File: config.mk
export PLATFORM = sky130hd
export DESIGN_NAME = ddac_port_ctrl
export DESIGN_NICKNAME = d
export VERILOG_FILES = /design/src/verilog/ddac_pkg.sv /design/src/verilog/ddac_port_ctrl.sv
export SDC_FILE = /design/constraint.sdc
export NUM_CORES = 1
export LEC_CHECK = 0
export BUFFER_PORTS_ARGS = -buffer_cell sky130_fd_sc_hd__clkbuf_2
export CORE_ASPECT_RATIO = 0.5
export CORE_MARGIN = 4
export CORE_UTILIZATION = 30
export CTS_CLUSTER_DIAMETER = 120
export DETAILED_ROUTE_END_ITERATION = 8
export HOLD_SLACK_MARGIN = 0.12
export SKIP_CTS_REPAIR_TIMING = 1
export SLEW_MARGIN = 15
export SYNTH_ARGS = -nofsm -noshare
export SYNTH_HDL_FRONTEND = slang
export SYNTH_SLANG_ARGS = --single-unit
File: constraint.sdc
create_clock -name ref_clk -period 6 [get_ports ref_clk]
set_clock_uncertainty 0.05 [all_clocks]
set_input_delay 0.3 -clock ref_clk [delete_from_list [all_inputs] [get_ports ref_clk]]
set_output_delay 0.3 -clock ref_clk [all_outputs]
set_load 0.03 [all_outputs]
File: src/verilog/ddac_pkg.sv
// constants, encodings and reset values for the dual converter input port
// assumes a 50 MHz ref_clk and a link clock far below half that rate
//
// Function
// - port A bits 9,8,7,6: power-down, core enable, stage two, stage one
// - latched power-down at 1 forces full power-down, core enable ignored
// - power-down 0: core enable 0 gives standby, 1 powers core up
// - stage one enable: 0 no interpolation, 1 twofold, if stage two is 0
// - stage two enable gives fourfold; host sets stage one with it
// - four-bit channel A gain trim from port A bits 5 down to 2
// - each channel port carries a 10-bit word, bit 9 most significant
// - clock pin is input with multiplier on, driven output with it off
// - interleave select high: both channels' words arrive on port A
// - interleave low: A taken on clock rise, B on clock fall
// - control fields taken from port A on strobe falling edge
// - clock multiplier enabled only while its enable pin is high
// - lock output high while multiplier locked to the clock pin
// - words captured on a rise reach the output on the next rise
`default_nettype none

package ddac_pkg;

    // ==========================================================
    // word layout
    localparam int WORD_W = 10;
    localparam int POS_POWER_DOWN = 9;
    localparam int POS_CORE_EN = 8;
    localparam int POS_STAGE2_EN = 7;
    localparam int POS_STAGE1_EN = 6;
    localparam int POS_GAIN_MSB = 5;
    localparam int POS_GAIN_LSB = 2;
    localparam int GAIN_W = 4;

    // ==========================================================
    // power states, one-hot
    typedef enum logic [2:0] {
        PWR_DOWN = 3'h1,
        PWR_STANDBY = 3'h2,
        PWR_ACTIVE = 3'h4
    } ddac_pwr_e;

    // interpolation factor codes
    localparam logic [1:0] INTERP_1X = 2'h0;
    localparam logic [1:0] INTERP_2X = 2'h1;
    localparam logic [1:0] INTERP_4X = 2'h2;

    // ==========================================================
    // reset values: powered down, no interpolation, zero trim
    localparam logic RST_POWER_DOWN = 1'h1;
    localparam logic RST_CORE_EN = 1'h0;
    localparam logic RST_STAGE_EN = 1'h0;
    localparam logic [3:0] RST_GAIN = 4'h0;
    localparam logic [9:0] RST_WORD = 10'h000;
    localparam logic RST_STROBE_N = 1'h1;

    // ==========================================================
    // timing
    localparam int REF_PERIOD_NS = 20;
    localparam int LINK_HALF_NS = 80;
    localparam int DIV_HALF_CYC = LINK_HALF_NS / REF_PERIOD_NS;
    localparam logic [1:0] DIV_LAST = 2'(DIV_HALF_CYC - 1);
    localparam int LOCK_WIN_NS = 640;
    localparam logic [5:0] LOCK_GAP =
        6'(LOCK_WIN_NS / REF_PERIOD_NS);
    localparam logic [2:0] LOCK_EDGES = 3'h4;

endpackage : ddac_pkg

`default_nettype wire

File: src/verilog/ddac_port_ctrl.sv
// input port controller of the dual current-output converter
// assumes every pin input is asynchronous to ref_clk and that the
// link clock half period spans several ref_clk cycles
`default_nettype none

module ddac_port_ctrl (
    input wire logic ref_clk,
    input wire logic rst,
    input wire logic [9:0] portAWord,
    input wire logic [9:0] portBWord,
    input wire logic interleaveSelect,
    input wire logic controlWriteStrobeN,
    input wire logic multiplierEnablePin,
    input wire logic clkPinIn,
    output logic clkPinOut,
    output logic clkPinOe,
    output logic lockOut,
    output logic [2:0] powerState,
    output logic [1:0] interpMode,
    output logic [3:0] gainTrim,
    output logic [9:0] sampleA,
    output logic [9:0] sampleB,
    output logic sampleValid,
    input wire logic sampleReady,
    output logic overrun
);

    // ==========================================================
    // state
    typedef struct packed {
        logic [9:0] aS1;
        logic [9:0] aS2;
        logic [9:0] bS1;
        logic [9:0] bS2;
        logic ileS1;
        logic ileS2;
        logic stbS1;
        logic stbS2;
        logic stbS3;
        logic enS1;
        logic enS2;
        logic ckS1;
        logic ckS2;
        logic ckS3;
        logic [1:0] divCnt;
        logic divClk;
        logic oe;
        logic multEn;
        logic powerDownField;
        logic coreEnableField;
        logic secondFilterEnable;
        logic firstFilterEnable;
        logic [3:0] gain;
        ddac_pkg::ddac_pwr_e pwr;
        logic [1:0] interp;
        logic [9:0] capA;
        logic [9:0] capB;
        logic pairValid;
        logic [9:0] e0a;
        logic [9:0] e0b;
        logic [9:0] e1a;
        logic [9:0] e1b;
        logic v0;
        logic v1;
        logic [5:0] gapCnt;
        logic [2:0] lockCnt;
        logic lock;
        logic ovr;
    } ddac_state_s;

    ddac_state_s st_reg;
    ddac_state_s st_next;

    // edge events from settled synchroniser stages, and the buffer pop and push
    logic linkRise;
    logic linkFall;
    logic strobeFall;
    logic pop;
    logic push;

    assign linkRise = st_reg.ckS2 & ~st_reg.ckS3;
    assign linkFall = ~st_reg.ckS2 & st_reg.ckS3;
    assign strobeFall = ~st_reg.stbS2 & st_reg.stbS3;
    assign pop = st_reg.v0 & sampleReady;
    assign push = linkRise & st_reg.pairValid;

    // ==========================================================
    // next state
    always_comb begin
        st_next = st_reg;

        // two-stage synchronisers on every pin input
        st_next.aS1 = portAWord;
        st_next.aS2 = st_reg.aS1;
        st_next.bS1 = portBWord;
        st_next.bS2 = st_reg.bS1;
        st_next.ileS1 = interleaveSelect;
        st_next.ileS2 = st_reg.ileS1;
        st_next.stbS1 = controlWriteStrobeN;
        st_next.stbS2 = st_reg.stbS1;
        st_next.stbS3 = st_reg.stbS2;
        st_next.enS1 = multiplierEnablePin;
        st_next.enS2 = st_reg.enS1;

        // own clock goes through the same path so data and edges align
        st_next.ckS1 = st_reg.multEn ? clkPinIn : st_reg.divClk;
        st_next.ckS2 = st_reg.ckS1;
        st_next.ckS3 = st_reg.ckS2;

        // multiplier enable and clock pin direction
        st_next.multEn = st_reg.enS2;
        st_next.oe = ~st_reg.enS2;

        // divider makes the link clock when the multiplier is off
        if (st_reg.divCnt == ddac_pkg::DIV_LAST) begin
            st_next.divCnt = 2'h0;
            st_next.divClk = ~st_reg.divClk;
        end else begin
            st_next.divCnt = st_reg.divCnt + 2'h1;
        end

        // control word load on strobe fall
        if (strobeFall) begin
            st_next.powerDownField =
                st_reg.aS2[ddac_pkg::POS_POWER_DOWN];
            st_next.coreEnableField =
                st_reg.aS2[ddac_pkg::POS_CORE_EN];
            st_next.secondFilterEnable =
                st_reg.aS2[ddac_pkg::POS_STAGE2_EN];
            st_next.firstFilterEnable =
                st_reg.aS2[ddac_pkg::POS_STAGE1_EN];
            st_next.gain = st_reg.aS2[ddac_pkg::POS_GAIN_MSB:
                ddac_pkg::POS_GAIN_LSB];
        end

        // power decode: power-down wins over core enable
        if (st_reg.powerDownField) begin
            st_next.pwr = ddac_pkg::PWR_DOWN;
        end else if (st_reg.coreEnableField) begin
            st_next.pwr = ddac_pkg::PWR_ACTIVE;
        end else begin
            st_next.pwr = ddac_pkg::PWR_STANDBY;
        end

        // stage two alone still yields 4x; host must set stage one too
        if (st_reg.secondFilterEnable) begin
            st_next.interp = ddac_pkg::INTERP_4X;
        end else if (st_reg.firstFilterEnable) begin
            st_next.interp = ddac_pkg::INTERP_2X;
        end else begin
            st_next.interp = ddac_pkg::INTERP_1X;
        end

        // capture: A on rise, B on fall, port A again when interleaved
        if (linkRise) begin
            st_next.capA = st_reg.aS2;
            st_next.pairValid = 1'h0;
        end
        if (linkFall) begin
            st_next.capB = st_reg.ileS2 ? st_reg.aS2
                : st_reg.bS2;
            st_next.pairValid = 1'h1;
        end

        // two-entry buffer, head entry flops drive the outputs directly
        if (pop) begin
            st_next.e0a = st_reg.e1a;
            st_next.e0b = st_reg.e1b;
            st_next.v0 = st_reg.v1;
            st_next.v1 = 1'h0;
        end
        if (push) begin
            if (!st_next.v0) begin
                st_next.e0a = st_reg.capA;
                st_next.e0b = st_reg.capB;
                st_next.v0 = 1'h1;
            end else if (!st_next.v1) begin
                st_next.e1a = st_reg.capA;
                st_next.e1b = st_reg.capB;
                st_next.v1 = 1'h1;
            end else begin
                // the pin cannot be stalled, so a full buffer drops
                st_next.ovr = 1'h1;
            end
        end

        // lock: enough regular rises with no gap beyond the window
        if (!st_reg.multEn) begin
            st_next.gapCnt = 6'h00;
            st_next.lockCnt = 3'h0;
        end else if (linkRise) begin
            st_next.gapCnt = 6'h00;
            if (st_reg.lockCnt != ddac_pkg::LOCK_EDGES) begin
                st_next.lockCnt = st_reg.lockCnt + 3'h1;
            end
        end else if (st_reg.gapCnt > ddac_pkg::LOCK_GAP) begin
            st_next.lockCnt = 3'h0;
        end else begin
            st_next.gapCnt = st_reg.gapCnt + 6'h01;
        end
        st_next.lock = st_reg.multEn
            & (st_reg.lockCnt == ddac_pkg::LOCK_EDGES)
            & (st_reg.gapCnt <= ddac_pkg::LOCK_GAP);
    end

    // ==========================================================
    // state register
    always_ff @(posedge ref_clk or posedge rst) begin
        if (rst) begin
            st_reg <= '0;
            st_reg.stbS1 <= ddac_pkg::RST_STROBE_N;
            st_reg.stbS2 <= ddac_pkg::RST_STROBE_N;
            st_reg.stbS3 <= ddac_pkg::RST_STROBE_N;
            st_reg.oe <= 1'h1;
            st_reg.powerDownField <= ddac_pkg::RST_POWER_DOWN;
            st_reg.coreEnableField <= ddac_pkg::RST_CORE_EN;
            st_reg.secondFilterEnable <= ddac_pkg::RST_STAGE_EN;
            st_reg.firstFilterEnable <= ddac_pkg::RST_STAGE_EN;
            st_reg.gain <= ddac_pkg::RST_GAIN;
            st_reg.pwr <= ddac_pkg::PWR_DOWN;
            st_reg.interp <= ddac_pkg::INTERP_1X;
            st_reg.capA <= ddac_pkg::RST_WORD;
            st_reg.capB <= ddac_pkg::RST_WORD;
        end else begin
            st_reg <= st_next;
        end
    end

    // ==========================================================
    // outputs, each straight from a flop
    assign clkPinOut = st_reg.divClk;
    assign clkPinOe = st_reg.oe;
    assign lockOut = st_reg.lock;
    assign powerState = st_reg.pwr;
    assign interpMode = st_reg.interp;
    assign gainTrim = st_reg.gain;
    assign sampleA = st_reg.e0a;
    assign sampleB = st_reg.e0b;
    assign sampleValid = st_reg.v0;
    assign overrun = st_reg.ovr;
endmodule : ddac_port_ctrl

`default_nettype wire

==> results.json, run 1 <==
{
  "status": "finished clean",
  "crit_path_top_delay_cell": "ha_1",
  "leakage_nw": 3.07,
  "die_h_um": 103,
  "worstMarginPinSlew_ps": 984,
  "yosys_warnings": 0,
  "grt_use_total": 0.101,
  "synthesis.area_um2": 5380,
  "fp-row-count": 34,
  "synthTopCellsByArea": "dfrtp_1 63%, mux2_2 17%, buf_4 4.0%, dfstp_2 2.9%, mux2i_1 1.9%",
  "port_buffers": 60,
  "power.total_w": 0.00269,
  "yosys.area.top_type_share": 0.632,
  "ir_drop_mv": 0.209,
  "yosysSeqAreaShare": 0.662,
  "ant_nets": 0,
  "max_slew_margin": 0.342,
  "antenna_cells": 0,
  "post-route-period-util": 0.410,
  "syn_avg_cell_area_um2": 14.7,
  "cts-htree-levels": 4,
  "synth_edf_count": 0,
  "critPathCaptureType": "register",
  "cts_buffers": 17,
  "firstDrtPassIters": 6,
  "async_flop_share": 1.00,
  "rsz0062_at_grt": "no",
  "synth_seq_cells": 142,
  "clockBufferDepth": 2,
  "setup_tns_ps": 0,
  "synthCells": 367,
  "finalSetupViolCount": 0,
  "worstPathArrival_ps": 2690,
  "layout-drive-gt1-share": 0.413,
  "design.die.area_um2": 20300,
  "slowest_delay_ps": 630,
  "start_kind": "register",
  "cts.clk_slew.worst_paths_ps": 60,
  "final-seq-area_um2": 3560,
  "remaining_drc_errors": 0,
  "vias": 2867,
  "gr-total-overflow": 0,
  "power_density_nw_per_um2": 410,
  "vias_per_cell": 4.23,
  "path_max_fanout": 20,
  "fp.dieW_um": 197,
  "antenna_found_initial": 0,
  "num-fill-cells": 1640,
  "mostFrequentLayoutCells": "136 x dfrtp_1, 80 x mux2_2, 60 x clkbuf_2",
  "start_util": 0.308,
  "area_delta_synth_final_pct": 21.7,
  "synth_flop_cell": "dfrtp_1",
  "grt_pass1_wl_mm": 15.6,
  "insertion_delay_ps": 400,
  "post-dp-hpwl_mm": 6.36,
  "max-cap-violations": 0,
  "final_max_slew_viol_count": 0,
  "final_common_cell": "dfrtp_1",
  "cts_root_buf": "clkbuf_16",
  "drtIter0Drc": 119,
  "io_pins": 61,
  "multi_input_area_um2": 1510,
  "fmax_mhz": 407,
  "wl_mm": 9.73,
  "largest_register_ffs": 81,
  "path_cells": "inv_1 -> ha_1 -> nand2_1 -> a21o_1 -> mux2_2",
  "grt_start_max_net_pins": 85,
  "fin_nets": 464,
  "place.gp.congestion": 0.681,
  "critical_path_class": "reg2reg",
  "grt_pass1_vias": 2951,
  "crit_required_ps": 6230,
  "tritoncts": "built",
  "coreArea_um2": 17500,
  "fin_crit_ps": 2460,
  "synth_top_cell_by_area": "dfrtp_1",
  "hold_viol": 0,
  "synth_cell_types": 30,
  "holdCritPathClass": "in2reg",
  "syn_nets": 401,
  "avgRoutedWirePerCell_um": 14.4,
  "cts_sinks": 142
}
[metal layers]
layer,part of all wire,up-vias,track usage
met3,0.026,16,0.0258
met4,0.017,0,0.0463
met1,0.47,1454,0.131
li1,-,1359,-
met2,0.48,38,0.164
met5,0,-,0
[critical path: cells and delay by family (launching register included)]
family | cells | cell delay, ps
buf+inv | 1 | 60
flops | 1 | 380
fa+ha+maj | 1 | 630
mux | 1 | 410
compound gates | 1 | 540
simple gates | 1 | 260
[area by class of cell]
class	count	area share
Sequential cell	142	0.544
Inverter	10	0.00649
Timing Repair Buffer	87	0.0863
Multi-Input combinational cell	172	0.230
Clock inverter	13	0.0210
Clock buffer	19	0.0676
Tap cell	234	0.0447
[logic make-up after synthesis]
kind of cell	count (synthesis)	share of synthesized area
xor+xnor	3	0.00488
compound gates	27	0.0291
simple gates	45	0.0430
fa+ha+maj	7	0.0163
buf+inv	53	0.0591
mux	90	0.186
flops	142	0.662
[per-stage QoR]
step | setup WS, ps | hold WS, ps | utilization | cell area (um^2) | instances
after floorplan | 1850 | 254 | - | 5380 | 367
after global placement | 3590 | 282 | 0.327 | 5720 | 620
after detailed placement | 3490 | 285 | 0.327 | 5720 | 620
after CTS | 3490 | -88.7 | 0.360 | 6300 | 652
after global routing | 3380 | 242 | 0.375 | 6550 | 677
final | 3540 | 199 | 0.375 | 6550 | 677
[synth_stat cells (2+ instances only)]
master	count
xor2_1	3
buf_4	29
dfstp_2	6
clkbuf_1	6
nor2_1	15
a21oi_1	16
nor3_1	4
nand3_1	6
nor2b_1	3
mux2i_1	10
o31ai_1	2
mux2_2	80
nand2_1	7
inv_1	10
dfrtp_1	136
nand2b_1	3
o21ai_0	4
nand4b_1	2
ha_1	7
buf_2	8
[power breakdown]
part | switching (W) | leakage, nW | total, W | internal, W
Sequential | 0.0000847 | 1.74 | 0.00118 | 0.00110
Clock | 0.000397 | 0.280 | 0.00102 | 0.000623
Combinational | 0.000274 | 1.05 | 0.000482 | 0.000207
Total | 0.000756 | 3.07 | 0.00269 | 0.00193
[path summary, 6_finish.rpt]
kind	from	endpoint	slack [ps]	depth (start not counted)
worst min-delay path	sampleReady	sampleValid	200	4
min in group asynchronous	rst	powerState[2]	530	3
max in group asynchronous	rst	st_reg[68]	4140	4
worst min register to register	st_next[125]	st_reg[125]	300	0
worst max-delay path	st_reg[92]	sampleA[8]	3540	5
worst max register to register	st_reg[92]	sampleA[8]	3540	5
Note: power is estimated with default switching activity, not from simulation.
==> run 2: changes to the inputs <==
ABC_AREA = 1   (was default)
clock period = 2.4 ns   (was 6 ns; I/O delays follow)
==> results.json, run 2 <==
{
  "final_max_slew_viol_count": 0,
  "async_flop_share": 1.00,
  "power_density_nw_per_um2": 1050,
  "synth_edf_count": 0,
  "max_slew_margin": 0.512,
  "antenna_cells": 0,
  "coreArea_um2": 18400,
  "crit_required_ps": 2680,
  "fp-row-count": 35,
  "rsz0062_at_grt": "no",
  "fin_crit_ps": 1640,
  "synthCells": 499,
  "yosys_warnings": 0,
  "largest_register_ffs": 81,
  "leakage_nw": 3.29,
  "io_pins": 61,
  "fin_nets": 596,
  "max-cap-violations": 0,
  "grt_pass1_vias": 3203,
  "ir_drop_mv": 0.374,
  "cts.clk_slew.worst_paths_ps": 60,
  "finalSetupViolCount": 0,
  "layout-drive-gt1-share": 0.311,
  "yosys.area.top_type_share": 0.603,
  "hold_viol": 0,
  "die_h_um": 105,
  "holdWs_ps": 297,
  "synthesis.area_um2": 5640,
  "synth_top_cell_by_area": "dfrtp_1",
  "worstMarginPinSlew_ps": 732,
  "synthTopCellsByArea": "dfrtp_1 60%, o21ai_2 6.2%, nand2_1 4.9%, buf_4 4.0%, inv_1 3.9%",
  "synth_cell_types": 30,
  "synth_flop_cell": "dfrtp_1",
  "clockBufferDepth": 2,
  "path_max_fanout": 26,
  "vias": 3326,
  "critical_path_class": "reg2reg",
  "num-fill-cells": 1789,
  "place.gp.congestion": 0.731,
  "setup_tns_ps": 0,
  "insertion_delay_ps": 410,
  "fmax_mhz": 608,
  "firstDrtPassIters": 4,
  "antenna_found_initial": 0,
  "cts_buffers": 17,
  "utilization": 0.371,
  "vias_per_cell": 3.99,
  "cts_sinks": 142,
  "grt_start_max_net_pins": 143,
  "grt_use_total": 0.101,
  "cts-htree-levels": 4,
  "post-dp-hpwl_mm": 6.68,
  "drtIter0Drc": 216,
  "holdCritPathClass": "reg2reg",
  "final_common_cell": "dfrtp_1",
  "worstPathArrival_ps": 1930,
  "syn_avg_cell_area_um2": 11.3,
  "port_buffers": 60,
  "wl_mm": 10.4,
  "final_cells": 834,
  "status": "finished clean",
  "start_util": 0.306,
  "syn_nets": 533,
  "area_delta_synth_final_pct": 21.3,
  "place_inst": 776,
  "yosysSeqAreaShare": 0.631,
  "synth_most_common_cell": "dfrtp_1",
  "tritoncts": "built",
  "start_kind": "register",
  "design.die.area_um2": 21200,
  "critPathCaptureType": "register",
  "synth_seq_cells": 142,
  "fp.dieW_um": 202,
  "gr-total-overflow": 0,
  "cts_root_buf": "clkbuf_16",
  "mostFrequentLayoutCells": "136 x dfrtp_1, 73 x nand2_1, 60 x clkbuf_2",
  "avgRoutedWirePerCell_um": 12.4,
  "ant_nets": 0,
  "remaining_drc_errors": 0,
  "post-route-period-util": 0.685,
  "grt_pass1_wl_mm": 16.8,
  "synth_common_cells": "136 x dfrtp_1, 73 x nand2_1, 58 x inv_1"
}
-- run 2: changes by cell type after synthesis, moves of 9 or more --
cell	change
mux2_2	-73
nand2_1	+66
inv_1	+48
o21ai_2	+40
o22ai_1	+10
mux2i_1	-10
o21ai_0	+37
nand2_2	+22
a21oi_1	-11
nor2_1	+9
-- run 2: path summary, 6_finish.rpt --
kind | start | cells past startpoint | slack [ps] | end
setup / recovery | st_reg[92] | 9 | 760 | st_reg[31]
hold / removal | st_next[109] | 0 | 300 | st_reg[109]
setup reg to reg | st_reg[92] | 9 | 760 | st_reg[31]
hold reg to reg | st_next[109] | 0 | 300 | st_reg[109]
max in group asynchronous | rst | 4 | 1350 | st_reg[18]
min in group asynchronous | rst | 4 | 430 | st_reg[10]
-- run 2: cells by family after synthesis --
| logic type | Yosys count | share of synthesized area |
|---|---|---|
| DFF | 142 | 0.631 |
| and+or+nand+nor | 134 | 0.110 |
| buffers and inverters | 107 | 0.106 |
| AOI/OAI and AO/OA | 99 | 0.119 |
| muxes | 7 | 0.0140 |
| adders and majority gates | 7 | 0.0155 |
| xor gates and xnor gates | 3 | 0.00466 |
-- run 2: metal layers --
layer,share of wire,vias up,GRT usage
li1,-,1683,-
met1,0.49,1588,0.140
met2,0.47,45,0.152
met3,0.032,10,0.0260
met4,0.010,0,0.0409
met5,0,-,0
-- run 2: per-stage QoR --
step / setup slack (ps) / instance area (um^2) / power (W)
detailed placement: 744 / 5960 / 0.00450
global route: 634 / 6850 / 0.00758
global placement: 785 / 5960 / 0.00447
CTS: 723 / 6590 / 0.00728
finish: 756 / 6850 / 0.00720
floorplan: 458 / 5650 / 0.00436
-- run 2: critical path: stages (launching register included) --
cell	delay (ps)
dfrtp_1	380
inv_1	60
ha_1	200
nand2_4	70
clkinv_2	80
nand2_4	70
nor2_8	270
buf_12	260
nand2_2	80
o21ai_2	50
-- run 2: power breakdown --
| part | total, W | switching, W | internal [W] |
|---|---|---|---|
| registers | 0.00302 | 0.000215 | 0.00280 |
| clock network | 0.00274 | 0.00105 | 0.00169 |
| logic | 0.00144 | 0.000941 | 0.000498 |
-- run 2: final cells by class --
class | count | area, um^2 | share of cell area
repair buffers | 91 | 623 | 0.0910
multi-input cells | 250 | 1490 | 0.217
well taps | 259 | 324 | 0.0473
flip-flops and latches | 142 | 3560 | 0.520
clock inverters | 13 | 179 | 0.0261
clock buffers | 19 | 443 | 0.0647
inverters | 60 | 230 | 0.0336
==> run 3: changes to the inputs <==
clock period = 1.4 ns   (was 2.4 ns; I/O delays follow)
==> results.json, run 3 (synthesized netlist as in run 2, its figures left out) <==
{
  "final_cells": 855,
  "final_max_slew_viol_count": 0,
  "power.total_w": 0.0118,
  "fin_crit_ps": 1420,
  "holdCritPathClass": "in2reg",
  "place_inst": 789,
  "grt_use_total": 0.103,
  "remaining_drc_errors": 0,
  "final_common_cell": "dfrtp_1",
  "io_pins": 61,
  "insertion_delay_ps": 410,
  "cts-htree-levels": 4,
  "antenna_found_initial": 0,
  "cts.clk_slew.worst_paths_ps": 60,
  "wl_mm": 10.9,
  "vias": 3486,
  "holdWs_ps": 257,
  "grt_pass1_wl_mm": 17.2,
  "worstMarginPinSlew_ps": 399,
  "path_max_fanout": 5,
  "largest_register_ffs": 81,
  "cts_root_buf": "clkbuf_16",
  "ant_nets": 0,
  "fp-row-count": 35,
  "die_h_um": 105,
  "finalSetupViolCount": 10,
  "ir_drop_mv": 0.568,
  "max-cap-violations": 0,
  "start_util": 0.306,
  "cts_sinks": 142,
  "max_slew_margin": 0.734,
  "firstDrtPassIters": 4,
  "mostFrequentLayoutCells": "136 x dfrtp_1, 69 x nand2_1, 60 x clkbuf_2",
  "post-dp-hpwl_mm": 7.06,
  "crit_required_ps": 1650,
  "leakage_nw": 3.40,
  "clockBufferDepth": 2,
  "postLayoutCellArea_um2": 7070,
  "tritoncts": "built",
  "fmax_mhz": 704,
  "coreArea_um2": 18400,
  "area_delta_synth_final_pct": 25.3,
  "num-fill-cells": 1775,
  "post-route-period-util": 1.02,
  "power_density_nw_per_um2": 1660,
  "critPathCaptureType": "register",
  "grt_start_max_net_pins": 77,
  "avgRoutedWirePerCell_um": 12.7,
  "cts_buffers": 17,
  "status": "finished, violations left",
  "hold_viol": 0,
  "start_kind": "register",
  "place.gp.congestion": 0.725,
  "violations": "negative setup slack",
  "place_area_um2": 6130,
  "fp.dieW_um": 202,
  "worstPathArrival_ps": 1670,
  "gr-total-overflow": 0,
  "layout-drive-gt1-share": 0.349,
  "drtIter0Drc": 172,
  "rsz0062_at_grt": "yes",
  "critical_path_class": "reg2reg",
  "antenna_cells": 0,
  "vias_per_cell": 4.08,
  "grt_pass1_vias": 3378,
  "port_buffers": 60,
  "setup_ws_ps": -21.4,
  "fin_nets": 617,
  "design.die.area_um2": 21200,
  "utilization": 0.384
}
==> run 3: where the power goes <==
part | total, W | internal, W | switching (W)
Sequential | 0.00516 | 0.00480 | 0.000359
Combinational | 0.00256 | 0.000915 | 0.00164
Clock | 0.00404 | 0.00229 | 0.00176
Total | 0.0118 | 0.00800 | 0.00376
==> run 3: per-layer routing <==
metal	vias to the layer above	track usage	wire length (um)
met4	0	0.0380	210
met2	57	0.162	5130
met1	1678	0.135	5140
met3	17	0.0332	390
li1	1734	-	-
met5	-	0	0
==> run 3: worst max-delay path: stages (launching register included) <==
cell and delay [ps]:
dfrtp_1 420, ha_4 190, nand2_4 70, clkinv_4 60
nand2_4 90, nor2_8 40, buf_12 140, clkbuf_16 150
nand2_2 60, o21ai_2 40
==> run 3: worst paths after layout <==
kind	startpoint	end	slack, ps	depth (start not counted)
max in group asynchronous	rst	st_reg[86]	680	4
max reg2reg	st_next[92]	st_reg[14]	-20	9
min reg2reg	st_next[122]	st_reg[122]	290	0
max	st_next[92]	st_reg[14]	-20	9
min	controlWriteStrobeN	st_next[98]	260	2
min in group asynchronous	rst	st_reg[91]	280	4
==> run 3: final cells by class <==
cell class	instances	area, um^2	area share
inverters	60	234	0.0331
clock buffers	18	429	0.0607
repair buffers	112	895	0.126
clock inverters	14	109	0.0154
flip-flops and latches	142	3560	0.503
multi-input cells	250	1520	0.215
well taps	259	324	0.0458
==> run 3: stage by stage <==
| stage | setup TNS, ps | setup slack (ps) |
|---|---|---|
| 2_1_floorplan | -67380 | -492 |
| 3_3_place_gp | -53.1 | -22.2 |
| 5_1_grt | -672 | -61.3 |
| 6_report | -125 | -21.4 |
| 4_1_cts | -790 | -53.6 |
| 3_5_place_dp | -101 | -26.7 |
